<file path="config.mk">
export PLATFORM = sky130hd
export DESIGN_NAME = rtcc_core
export DESIGN_NICKNAME = d
export VERILOG_FILES = /design/src/hw/rtcc_pkg.sv /design/src/hw/rtcc_core.sv
export SDC_FILE = /design/constraint.sdc
export NUM_CORES = 1
export LEC_CHECK = 0
export BUFFER_PORTS_ARGS = -buffer_cell sky130_fd_sc_hd__buf_2
export CAP_MARGIN = 20
export CORE_MARGIN = 1
export CORE_UTILIZATION = 45
export CTS_CLUSTER_SIZE = 40
export DETAILED_ROUTE_END_ITERATION = 16
export HOLD_SLACK_MARGIN = 0.1
export PLACE_DENSITY_LB_ADDON = 0.12
export SLEW_MARGIN = 5
export SYNTH_ARGS = -nofsm -noshare
export SYNTH_HDL_FRONTEND = slang
export SYNTH_SLANG_ARGS = --single-unit
</file>
<file path="constraint.sdc">
create_clock -name clk -period 3.05 [get_ports clk]
set_input_delay 0.305 -clock clk [delete_from_list [all_inputs] [get_ports clk]]
set_output_delay 0.305 -clock clk [all_outputs]
set_load 0.005 [all_outputs]
</file>
<file path="src/hw/rtcc_pkg.sv">
/*
 * rtcc_pkg: constants, types and register map of the real time clock core.
 * assumes a 250 MHz clk and a byte-wide register file behind AHB-Lite.
 */
package rtcc_pkg;

    // ********************************************************
    // timing
    // ********************************************************
    localparam int unsigned CLK_PERIOD_PS  = 4000;
    localparam int unsigned HS_PERIOD_NS   = 10_000_000;
    localparam int unsigned HS_CYCLES      = HS_PERIOD_NS / (CLK_PERIOD_PS / 1000);
    localparam int unsigned T4K_PERIOD_PS  = 244_140_625;
    localparam int unsigned T4K_CYCLES     = T4K_PERIOD_PS / CLK_PERIOD_PS;
    localparam int unsigned T64_PERIOD_NS  = 15_625_000;
    localparam int unsigned T64_CYCLES     = T64_PERIOD_NS / (CLK_PERIOD_PS / 1000);

    // ********************************************************
    // register indices (byte address = 4 * index)
    // ********************************************************
    localparam logic [3:0] IDX_HSEC  = 4'h0;
    localparam logic [3:0] IDX_SECS  = 4'h1;
    localparam logic [3:0] IDX_MINS  = 4'h2;
    localparam logic [3:0] IDX_HOURS = 4'h3;
    localparam logic [3:0] IDX_WDAY  = 4'h4;
    localparam logic [3:0] IDX_DATE  = 4'h5;
    localparam logic [3:0] IDX_MONTH = 4'h6;
    localparam logic [3:0] IDX_YEAR  = 4'h7;
    localparam logic [3:0] IDX_AMINS = 4'h8;
    localparam logic [3:0] IDX_AHOUR = 4'h9;
    localparam logic [3:0] IDX_AWD   = 4'ha;
    localparam logic [3:0] IDX_TPLO  = 4'hb;
    localparam logic [3:0] IDX_TPHI  = 4'hc;
    localparam logic [3:0] IDX_EXT   = 4'hd;
    localparam logic [3:0] IDX_FLAG  = 4'he;

    // ********************************************************
    // field positions and masks
    // ********************************************************
    localparam int unsigned ALARM_FIELD_MASK_BIT = 7;
    localparam int unsigned EXT_TEST_BIT         = 7;
    localparam int unsigned EXT_TARGET_BIT       = 6;
    localparam int unsigned EXT_TMR_EN_BIT       = 4;
    localparam int unsigned EXT_TSEL_LSB         = 0;
    localparam int unsigned FLAG_TF_BIT          = 4;
    localparam int unsigned FLAG_AF_BIT          = 3;
    localparam logic [7:0]  MASK_SECS  = 8'h7f;
    localparam logic [7:0]  MASK_HOURS = 8'h3f;
    localparam logic [7:0]  MASK_WDAY  = 8'h7f;
    localparam logic [7:0]  MASK_DATE  = 8'h3f;
    localparam logic [7:0]  MASK_MONTH = 8'h1f;
    localparam logic [7:0]  BCD_59     = 8'h59;
    localparam logic [7:0]  BCD_99     = 8'h99;
    localparam logic [7:0]  BCD_23     = 8'h23;
    localparam logic [7:0]  BCD_12     = 8'h12;
    localparam logic [7:0]  WDAY_LAST  = 8'h40;

    // ********************************************************
    // reset values
    // ********************************************************
    localparam logic [7:0]  RST_ZERO   = 8'h00;
    localparam logic [7:0]  RST_ONE    = 8'h01;
    localparam logic [11:0] TMR_ONE    = 12'h001;

    typedef enum logic [1:0] {
        TSEL_4096 = 2'b00,
        TSEL_64   = 2'b01,
        TSEL_SEC  = 2'b10,
        TSEL_MIN  = 2'b11
    } rtcc_tsel_e;

    typedef struct packed {
        logic        hsel;
        logic [31:0] haddr;
        logic [1:0]  htrans;
        logic        hwrite;
        logic [2:0]  hsize;
        logic [31:0] hwdata;
        logic        hready;
    } rtcc_ahb_req_s;

endpackage
</file>
<file path="src/hw/rtcc_core.sv">
/*
 * rtcc_core: time, calendar, alarm and fixed-cycle timer with AHB-Lite slave.
 * assumes single word transfers from one master; slave answers with no wait.
 */
// Register access over AHB-Lite was left to the implementer.
`timescale 1ns/10ps
module rtcc_core #(
    parameter int unsigned HS_CYCLES_P  = rtcc_pkg::HS_CYCLES,
    parameter int unsigned T4K_CYCLES_P = rtcc_pkg::T4K_CYCLES,
    parameter int unsigned T64_CYCLES_P = rtcc_pkg::T64_CYCLES
) (
    input  wire logic                    clk,
    input  wire logic                    srst,
    input  wire rtcc_pkg::rtcc_ahb_req_s ahb_req,
    output logic [31:0]                  hrdata,
    output logic                         hreadyout,
    output logic                         hresp,
    output logic                         irq_n
);
    import rtcc_pkg::*;

    typedef struct packed {
        logic [7:0]  hsec;
        logic [7:0]  seconds;
        logic [7:0]  minutes;
        logic [7:0]  hours;
        logic [7:0]  wday;
        logic [7:0]  date;
        logic [7:0]  month;
        logic [7:0]  year;
        logic [7:0]  alarm_mins;
        logic [7:0]  alarm_hours;
        logic [7:0]  alarm_wd;
        logic [7:0]  preset_lo;
        logic [7:0]  preset_hi;
        logic [7:0]  ext;
        logic        alarm_event_flag;
        logic        timer_event_flag;
        logic        match_prev;
        logic [11:0] tmr_cnt;
        logic [31:0] tb_cnt;
        logic [31:0] src_cnt;
        logic        wr_pend;
        logic        wr_map;
        logic [3:0]  wr_idx;
        logic [31:0] rdata;
    } rtcc_state_s;

    rtcc_state_s st_reg;
    rtcc_state_s st_next;
    logic        hs_tick;
    logic        c_sec;
    logic        c_min;
    logic        c_hour;
    logic        c_day;
    logic        c_mon;
    logic        src_tick;
    logic        alarm_match;
    logic        leap;

    // ********************************************************
    // helpers
    // ********************************************************
    function automatic logic [7:0] bcd_inc(input logic [7:0] v);
        bcd_inc = (v[3:0] == 4'h9) ? {v[7:4] + 4'h1, 4'h0} : {v[7:4], v[3:0] + 4'h1};
    endfunction

    function automatic logic [7:0] month_len(input logic [7:0] m, input logic lp);
        case (m)
            8'h02: month_len = lp ? 8'h29 : 8'h28;
            8'h04, 8'h06, 8'h09, 8'h11: month_len = 8'h30;
            default: month_len = 8'h31;
        endcase
    endfunction

    function automatic logic [7:0] rd_byte(input rtcc_state_s s, input logic [3:0] i);
        if (i == IDX_HSEC) begin
            rd_byte = s.hsec;
        end else if (i == IDX_SECS) begin
            rd_byte = s.seconds;
        end else if (i == IDX_MINS) begin
            rd_byte = s.minutes;
        end else if (i == IDX_HOURS) begin
            rd_byte = s.hours;
        end else if (i == IDX_WDAY) begin
            rd_byte = s.wday;
        end else if (i == IDX_DATE) begin
            rd_byte = s.date;
        end else if (i == IDX_MONTH) begin
            rd_byte = s.month;
        end else if (i == IDX_YEAR) begin
            rd_byte = s.year;
        end else if (i == IDX_AMINS) begin
            rd_byte = s.alarm_mins;
        end else if (i == IDX_AHOUR) begin
            rd_byte = s.alarm_hours;
        end else if (i == IDX_AWD) begin
            rd_byte = s.alarm_wd;
        end else if (i == IDX_TPLO) begin
            rd_byte = s.preset_lo;
        end else if (i == IDX_TPHI) begin
            rd_byte = s.preset_hi;
        end else if (i == IDX_EXT) begin
            rd_byte = s.ext;
        end else begin
            rd_byte = 8'h00;
            rd_byte[FLAG_TF_BIT] = s.timer_event_flag;
            rd_byte[FLAG_AF_BIT] = s.alarm_event_flag;
        end
    endfunction

    // ********************************************************
    // next state
    // ********************************************************
    always_comb begin
        logic [7:0]  wd;
        logic        wr;
        logic        clr_af;
        logic        clr_tf;
        logic        set_tf;
        logic        te_rise;
        logic [11:0] preset;
        st_next = st_reg;
        wd      = ahb_req.hwdata[7:0];
        wr      = st_reg.wr_pend && st_reg.wr_map;
        clr_af  = 1'b0;
        clr_tf  = 1'b0;
        set_tf  = 1'b0;
        te_rise = 1'b0;
        c_sec   = 1'b0;
        c_min   = 1'b0;
        c_hour  = 1'b0;
        c_day   = 1'b0;
        c_mon   = 1'b0;
        preset  = {st_reg.preset_hi[3:0], st_reg.preset_lo};
        // leap when year value divisible by four
        leap    = ((({st_reg.year[4], 1'b0}) + st_reg.year[1:0]) & 2'b11) == 2'b00;

        hs_tick        = (st_reg.tb_cnt == HS_CYCLES_P - 1);
        st_next.tb_cnt = hs_tick ? 32'h0 : st_reg.tb_cnt + 32'h1;

        if (hs_tick) begin
            c_sec        = (st_reg.hsec == BCD_99);
            st_next.hsec = c_sec ? RST_ZERO : bcd_inc(st_reg.hsec);
        end
        if (c_sec) begin
            c_min           = (st_reg.seconds == BCD_59);
            st_next.seconds = c_min ? RST_ZERO : bcd_inc(st_reg.seconds);
        end
        if (c_min) begin
            c_hour          = (st_reg.minutes == BCD_59);
            st_next.minutes = c_hour ? RST_ZERO : bcd_inc(st_reg.minutes);
        end
        if (c_hour) begin
            c_day         = (st_reg.hours == BCD_23);
            st_next.hours = c_day ? RST_ZERO : bcd_inc(st_reg.hours);
        end
        if (c_day) begin
            st_next.wday = {1'b0, st_reg.wday[5:0], st_reg.wday[6]};
            c_mon        = (st_reg.date == month_len(st_reg.month, leap));
            st_next.date = c_mon ? RST_ONE : bcd_inc(st_reg.date);
        end
        // month wrap; year wrap; calendar span
        if (c_mon) begin
            st_next.month = (st_reg.month == BCD_12) ? RST_ONE : bcd_inc(st_reg.month);
            if (st_reg.month == BCD_12) begin
                st_next.year = (st_reg.year == BCD_99) ? RST_ZERO : bcd_inc(st_reg.year);
            end
        end

        // timer source select
        case (rtcc_tsel_e'(st_reg.ext[EXT_TSEL_LSB +: 2]))
            TSEL_4096: src_tick = (st_reg.src_cnt >= T4K_CYCLES_P - 1);
            TSEL_64:   src_tick = (st_reg.src_cnt >= T64_CYCLES_P - 1);
            TSEL_SEC:  src_tick = c_sec;
            default:   src_tick = c_min;
        endcase
        st_next.src_cnt = src_tick ? 32'h0 : st_reg.src_cnt + 32'h1;

        // ****************************************************
        // register writes (data phase)
        // ****************************************************
        if (wr) begin
            if (st_reg.wr_idx == IDX_SECS) begin
                st_next.seconds = wd & MASK_SECS;
                st_next.hsec    = RST_ZERO;
                st_next.tb_cnt  = 32'h0;
            end else if (st_reg.wr_idx == IDX_MINS) begin
                st_next.minutes = wd & MASK_SECS;
            end else if (st_reg.wr_idx == IDX_HOURS) begin
                st_next.hours = wd & MASK_HOURS;
            end else if (st_reg.wr_idx == IDX_WDAY) begin
                st_next.wday = wd & MASK_WDAY;
            end else if (st_reg.wr_idx == IDX_DATE) begin
                st_next.date = wd & MASK_DATE;
            end else if (st_reg.wr_idx == IDX_MONTH) begin
                st_next.month = wd & MASK_MONTH;
            end else if (st_reg.wr_idx == IDX_YEAR) begin
                st_next.year = wd;
            end else if (st_reg.wr_idx == IDX_AMINS) begin
                st_next.alarm_mins = wd;
            end else if (st_reg.wr_idx == IDX_AHOUR) begin
                st_next.alarm_hours = wd;
            end else if (st_reg.wr_idx == IDX_AWD) begin
                st_next.alarm_wd = wd;
            end else if (st_reg.wr_idx == IDX_TPLO) begin
                st_next.preset_lo = wd;
            end else if (st_reg.wr_idx == IDX_TPHI) begin
                st_next.preset_hi = wd;
            end else if (st_reg.wr_idx == IDX_EXT) begin
                te_rise     = wd[EXT_TMR_EN_BIT] && !st_reg.ext[EXT_TMR_EN_BIT];
                st_next.ext = wd;
            end else if (st_reg.wr_idx == IDX_FLAG) begin
                clr_af = !wd[FLAG_AF_BIT];
                clr_tf = !wd[FLAG_TF_BIT];
            end
        end

        // ****************************************************
        // fixed-cycle timer
        // ****************************************************
        if (te_rise) begin
            st_next.tmr_cnt = preset;
        end else if (st_reg.ext[EXT_TMR_EN_BIT] && src_tick && st_reg.tmr_cnt != 12'h000) begin
            // expiry at 001h, reloads preset in place of 000h
            set_tf          = (st_reg.tmr_cnt == TMR_ONE);
            st_next.tmr_cnt = set_tf ? preset : st_reg.tmr_cnt - 12'h001;
        end

        // ****************************************************
        // alarm compare
        // ****************************************************
        // masked fields always match; date or weekday target
        alarm_match = (st_reg.alarm_mins[ALARM_FIELD_MASK_BIT]
                       || st_reg.alarm_mins[6:0] == st_reg.minutes[6:0])
                   && (st_reg.alarm_hours[ALARM_FIELD_MASK_BIT]
                       || st_reg.alarm_hours[5:0] == st_reg.hours[5:0])
                   && (st_reg.alarm_wd[ALARM_FIELD_MASK_BIT]
                       || (st_reg.ext[EXT_TARGET_BIT] ? st_reg.alarm_wd[5:0] == st_reg.date[5:0]
                                                      : |(st_reg.alarm_wd[6:0] & st_reg.wday[6:0])));
        st_next.match_prev = alarm_match;

        // alarm flag set on new match, set beats clear
        st_next.alarm_event_flag = (st_reg.alarm_event_flag && !clr_af) || (alarm_match && !st_reg.match_prev);
        st_next.timer_event_flag = (st_reg.timer_event_flag && !clr_tf) || set_tf;

        // ****************************************************
        // bus address phase
        // ****************************************************
        st_next.wr_pend = 1'b0;
        if (ahb_req.hsel && ahb_req.htrans[1] && ahb_req.hready) begin
            st_next.wr_pend = ahb_req.hwrite;
            st_next.wr_map  = (ahb_req.haddr[31:6] == 26'h0) && (ahb_req.haddr[5:2] <= IDX_FLAG);
            st_next.wr_idx  = ahb_req.haddr[5:2];
            st_next.rdata   = 32'h0;
            if (!ahb_req.hwrite && ahb_req.haddr[31:6] == 26'h0 && ahb_req.haddr[5:2] <= IDX_FLAG) begin
                st_next.rdata = {24'h0, rd_byte(st_reg, ahb_req.haddr[5:2])};
            end
        end
    end

    // ********************************************************
    // state register
    // ********************************************************
    always_ff @(posedge clk) begin
        if (srst) begin
            st_reg         <= '0;
            st_reg.wday    <= RST_ONE;
            st_reg.date    <= RST_ONE;
            st_reg.month   <= RST_ONE;
            st_reg.ext     <= RST_ZERO;
        end else begin
            st_reg <= st_next;
        end
    end

    assign hrdata    = st_reg.rdata;
    assign hreadyout = 1'b1;
    assign hresp     = 1'b0;
    // interrupt low while a flag stands
    assign irq_n     = !(st_reg.alarm_event_flag || st_reg.timer_event_flag);
endmodule // rtcc_core

</file>
**Word-level counts from Yosys, hierarchy flattened**

Index checks and enable logic that the tools add are counted.

- Word-level logic and storage cells: 280
- Input port bits: 74
- Output and inout port bits: 35
- Bits in registers: 229

- Add/sub/neg operators: 18
- Bitwise operators: 14
- Eq/ne operators: 53
- Reductions and logical operators: 44
- Order comparisons: 3
- Multiplexer cells: 124

Operators with widths:

| kind | count |
|---|---|
| $mux 8 | 48 |
| $mux 32 | 4 |
| $mux 112 | 1 |
| $mux 96 | 1 |
| $mux 88 | 1 |
| $eq 4x4->1 const B | 20 |
| $mux 80 | 1 |
| $mux 72 | 1 |
| $add 32x1->32 const B | 2 |
| $mux 16 | 4 |
| $mux 64 | 1 |
| $add 4x1->4 const B | 14 |
| $mux 56 | 1 |
| $mux 1 | 53 |
| $mux 48 | 1 |
| $mux 40 | 1 |
| $mux 12 | 3 |
| $eq 32x22->1 const B | 1 |
| $eq 4x3->1 const B | 8 |
| $ge 32x16->1 const B | 1 |
| $ge 32x22->1 const B | 1 |
| $logic_not 26->1 | 1 |
| $mux 24 | 1 |
| $eq 4x2->1 const B | 4 |
| other kinds (37) | 82 |

**Depth between registers and ports, before layout**

- Word-level depth: 19
- Depth in mapped cells: 11
- Depth with buffers taken out: 9

**Worst setup path before layout**

Ideal clock, no wire load.

- Kind: reg-to-reg
- From: register st_reg[177] (netlist name)
- To: register st_reg[168] (netlist name)
- Setup time: 91 ps
- Slack: 439 ps
- Arrival time: 2520 ps
- Data required time: 2959 ps
- Clock period less this slack: 2611 ps
- Stages on the path, launching flop included: 10
- Buffers on the path: 0
- Cell sequence: dfxtp_1 -> inv_1 -> ha_1 -> or3b_1 -> or4_1 -> a21oi_2 -> o2111a_4 -> nand2_4 -> or3_1 -> a311oi_1

- Longest elaborated chain between the ends: 15
- Elaborated cells on any way between the ends: 21
- Classes of those cells: 7 x eq/ne; 13 x mux; 1 x reduce/logical

RTL lines:

| item | line | RTL |
|---|---|---|
| start: declaration | rtcc_core.sv:49 | `rtcc_state_s st_reg;` |
| start signal: assignment | rtcc_core.sv:273 | `st_reg <= st_next;` |
| $eq 8x3->1 (tied with other cells) | rtcc_core.sv:69 | `case (m)` |
| $reduce_or 4->1 | rtcc_core.sv:69 |  |
| $pmux 5 s2 | rtcc_core.sv:69 |  |
| $mux 8 | rtcc_core.sv:158 | `if (c_day) begin` |
| $eq 8x8->1 | rtcc_core.sv:160 | `c_mon = (st_reg.date == month_len(st_reg.month, leap));` |
| $mux 1 | rtcc_core.sv:158 |  |
| $mux 16 (*) | rtcc_core.sv:164 | `if (c_mon) begin` |
| $mux 8 | rtcc_core.sv:198 | `end else if (st_reg.wr_idx == IDX_YEAR) begin` |
| $mux 56 | rtcc_core.sv:196 | `end else if (st_reg.wr_idx == IDX_MONTH) begin` |
| $mux 64 | rtcc_core.sv:194 | `end else if (st_reg.wr_idx == IDX_DATE) begin` |
| $mux 72 | rtcc_core.sv:192 | `end else if (st_reg.wr_idx == IDX_WDAY) begin` |
| $mux 80 | rtcc_core.sv:190 | `end else if (st_reg.wr_idx == IDX_HOURS) begin` |
| $mux 88 | rtcc_core.sv:188 | `end else if (st_reg.wr_idx == IDX_MINS) begin` |
| $mux 96 | rtcc_core.sv:184 | `if (st_reg.wr_idx == IDX_SECS) begin` |
| $mux 112 (*) | rtcc_core.sv:183 | `if (wr) begin` |

Every way passes the cells marked *; elsewhere a longest branch is shown, timed or not. The select of a mux whose other input is x is not followed.
A chain may end at the register's enable or synchronous reset.

**Final worst setup path**

- From: register st_reg[96] (netlist name)
- To: register st_reg[199] (netlist name)

- Longest elaborated chain between the ends: 9

RTL lines:

| item | line | RTL |
|---|---|---|
| $eq 32x22->1 (*) | rtcc_core.sv:139 | `hs_tick = (st_reg.tb_cnt == HS_CYCLES_P - 1);` |
| $mux 1 (*) | rtcc_core.sv:142 | `if (hs_tick) begin` |
| $mux 1 (*) | rtcc_core.sv:146 | `if (c_sec) begin` |
| $mux 1 (*) | rtcc_core.sv:150 | `if (c_min) begin` |
| $mux 8 (*) | rtcc_core.sv:154 | `if (c_hour) begin` |
| $mux 8 | rtcc_core.sv:190 |  |
| $mux 88 | rtcc_core.sv:188 |  |
| $mux 96 | rtcc_core.sv:184 |  |
| $mux 112 (*) | rtcc_core.sv:183 |  |

Every way passes the cells marked *; elsewhere a longest branch is shown, timed or not.

==> results_dict.tcl <==
set metrics [dict create \
    start_kind "flop" \
    die_w_um 165 \
    cts_sinks 205 \
    path_class "flop to flop" \
    min_period_ps 2850 \
    outcome "complete, no violations" \
    intPower_mw 4.88 \
    ios 109 \
    worstPathRequired_ps 3480 \
    dp.final_hpwl_mm 26.0 \
    post-synth-top-area-cell "dfxtp_1" \
    antenna_found_initial 0 \
    syn_area_per_cell_um2 7.96 \
    reg2reg_depth 6 \
    layout_common_cells "237 x nor2_1, 204 x dfxtp_1, 118 x nand2_1" \
    clkSlewWorstSetupHoldPaths_ps 60 \
    grt_setup_unrepaired "false" \
    postLayoutCellArea_um2 13600 \
    synth_flop_cell "dfxtp_1" \
    path_buf_inv 1 \
    drt_iter0_drc 949 \
    critPathCaptureType "flop" \
    drt_wl_total_mm 36.1 \
    p_sw_mw 1.49 \
    cts_tree "done" \
    first_pass_iters 5 \
    vias 11100 \
    gp_congestion 1.00 \
    portBuffers 52 \
    dpl_cell_area_um2 12600 \
    cts.root.buffer_cell "clkbuf_16" \
    hold_start "ahb_req[7]" \
    synthArstFlopShare_pct 0 \
    die_h_um 165 \
    cp_slowest_cell "or4_1" \
    p_per_area_nw_per_um2 470 \
    synth_edf_count 0 \
    crit_top_cell "or4_1" \
    grt_pass1_wl_mm 56.6 \
    path_max_fanout 11 \
    clock_path_buffers 3 \
    setup_viol_count_final 0 \
    start_util_pct 45.9 \
    synth.area.top_cells "dfxtp_1 34%, nor2_1 7.4%, mux2i_1 5.5%" \
    fin_tns_setup_ps 0 \
    htree_num_levels 1 \
    min_path_type "primary input to flop" \
    hold_viol_final 0 \
    synth_top_area_share_pct 34.3 \
    final_antenna_net_count 0 \
    power_frac_seq_pct 42.4 \
    post-route-period-util_pct 93.5 \
    p_clk_share_pct 52.3 \
    drive_gt1_share_pct 11.7 \
    slowest_delay_ps 720 \
    routedWlPerCell_um 19.0 \
    slew_headroom_pct 43.6 \
    holdPathEnd "st_reg[163]" \
    overflow 0 \
    grtUsageTotal_pct 26.6 \
    largest_register_ff_count 197 \
    syn_inst 1503 \
    post-route-drc-count 0 \
    hold-path-cell-count 3 \
    cp_data_arrival_time_ps 3280 \
    grt_pass1_vias 10200 \
    yosysWarningCount 0 \
    cp_top_family "simple AND/OR/NAND/NOR gates" \
    peakVddDrop_mv 0.381 \
    ys_seq_area_share_pct 34.3 \
    ys_ff_latch 205 \
    layout_commonest_cell "nor2_1" \
    clk_latency_ps 530 \
    maxCapViolCount 0 \
    cts_buffers 25 \
    multi_input_comb_area_um2 7230 \
    fp.coreArea_um2 26100 \
    fmax_mhz 351 \
    leakagePower_nw 5.09 \
    rr_endpoint "st_reg[199]" \
    viasPerCell 5.86 \
    path_cells "nor4_1, nand4_1, or4_1, buf_4, or4_1, a311oi_1" \
    report.final.slew_viol_count 0 \
    nFillCells 2533 \
    synthesis.area_um2 12000 \
    r2r_start "st_reg[96]" \
    grt_max_degree 50 \
    dieArea_um2 27200 \
    skew_ps 11.6 \
    ys_types 75 \
    pwr-share-comb_pct 5.3 \
    reg2reg_slack_ps 200 \
    rows 59 \
    nets 1651 \
    area_delta_synth_final_pct 13.3 \
    swShare_pct 23.4 \
    regArea_um2 4110 \
    post_cts_buffers 0 \
    worstMarginPinSlew_ps 839 \
]
## layout make-up
cell class | instances | share of cell area, %
Inverter | 39 | 1.08
Clock buffer | 29 | 4.95
Clock inverter | 16 | 1.86
Tap cell | 335 | 3.09
Sequential cell | 205 | 30.3
Multi-Input combinational cell | 1163 | 53.4
Timing Repair Buffer | 110 | 5.35
Antenna cell | 1 | 0.0185
## worst max-delay path by stage
stage / start / end / cells past startpoint
finish: st_reg[96] / st_reg[199] / 6
global placement: st_reg[71] / st_reg[104] / 9
detailed placement: st_reg[71] / st_reg[199] / 7
floorplan: st_reg[177] / st_reg[168] / 9
global route: st_reg[213] / st_reg[104] / 10
CTS: st_reg[71] / st_reg[199] / 7
## cells by family (layout without fill, tap and decap cells)
kind of cell | Yosys count | in the layout | synth area share [%]
and+or+nand+nor | 674 | 674 | 28.2
AOI/OAI and AO/OA | 264 | 264 | 14.7
DFF | 205 | 205 | 34.3
buffers and inverters | 159 | 194 | 6.09
xor gates and xnor gates | 92 | 92 | 6.73
muxes | 74 | 74 | 6.56
adders and majority gates | 33 | 33 | 3.45
other | 2 | 27 | 0.0628
## metal layers
| metal | up-vias | share of wire (%) | track usage [%] |
|---|---|---|---|
| met5 | - | 0 | 0 |
| met4 | 0 | 3.9 | 10.5 |
| met3 | 87 | 6.0 | 3.50 |
| met2 | 355 | 45 | 43.2 |
| met1 | 5280 | 45 | 35.7 |
| li1 | 5399 | - | - |
## metrics by stage
step | hold WS (ps) | utilization [%] | cells | power, mW | setup slack, ps
finish | 168 | 52.0 | 1898 | 6.37 | 197
global route | 171 | 52.0 | 1897 | 6.56 | 15.7
CTS | 154 | 52.0 | 1897 | 6.42 | 199
detailed placement | 408 | 48.4 | 1851 | 3.09 | 209
global placement | 424 | 48.4 | 1851 | 3.09 | 274
floorplan | 401 | - | 1527 | 2.98 | 439
## synthesized netlist by cell type (all sizes together), types with 38 or more instances
| master | count |
|---|---|
| nand2 | 119 |
| nor3 | 44 |
| inv | 38 |
| dfxtp | 205 |
| clkbuf | 76 |
| o21ai | 58 |
| nand3 | 58 |
| buf | 44 |
| a21oi | 67 |
| xor2 | 61 |
| mux2i | 66 |
| nor2 | 237 |
## worst register-to-register path: stages (launching register included)
cell      delay [ps]
dfxtp_1          340
nor4_1           360
nand4_1          330
or4_1            730
buf_4            230
or4_1            470
a311oi_1         300
## power groups by stage
stage / sequential, mW / clock, mW / combinational, mW
detailed placement: 2.76 / 0 / 0.328
floorplan: 2.75 / 0 / 0.224
CTS: 2.70 / 3.39 / 0.331
finish: 2.70 / 3.33 / 0.336
global placement: 2.76 / 0 / 0.327
global route: 2.70 / 3.49 / 0.366
## what timing repair did
action,CTS,global route
gates resized for setup,0,3
hold endpoints to repair,1,0
setup endpoints to repair,0,7
hold buffers,1,0
No activity file was read; power rests on OpenSTA's default activity.
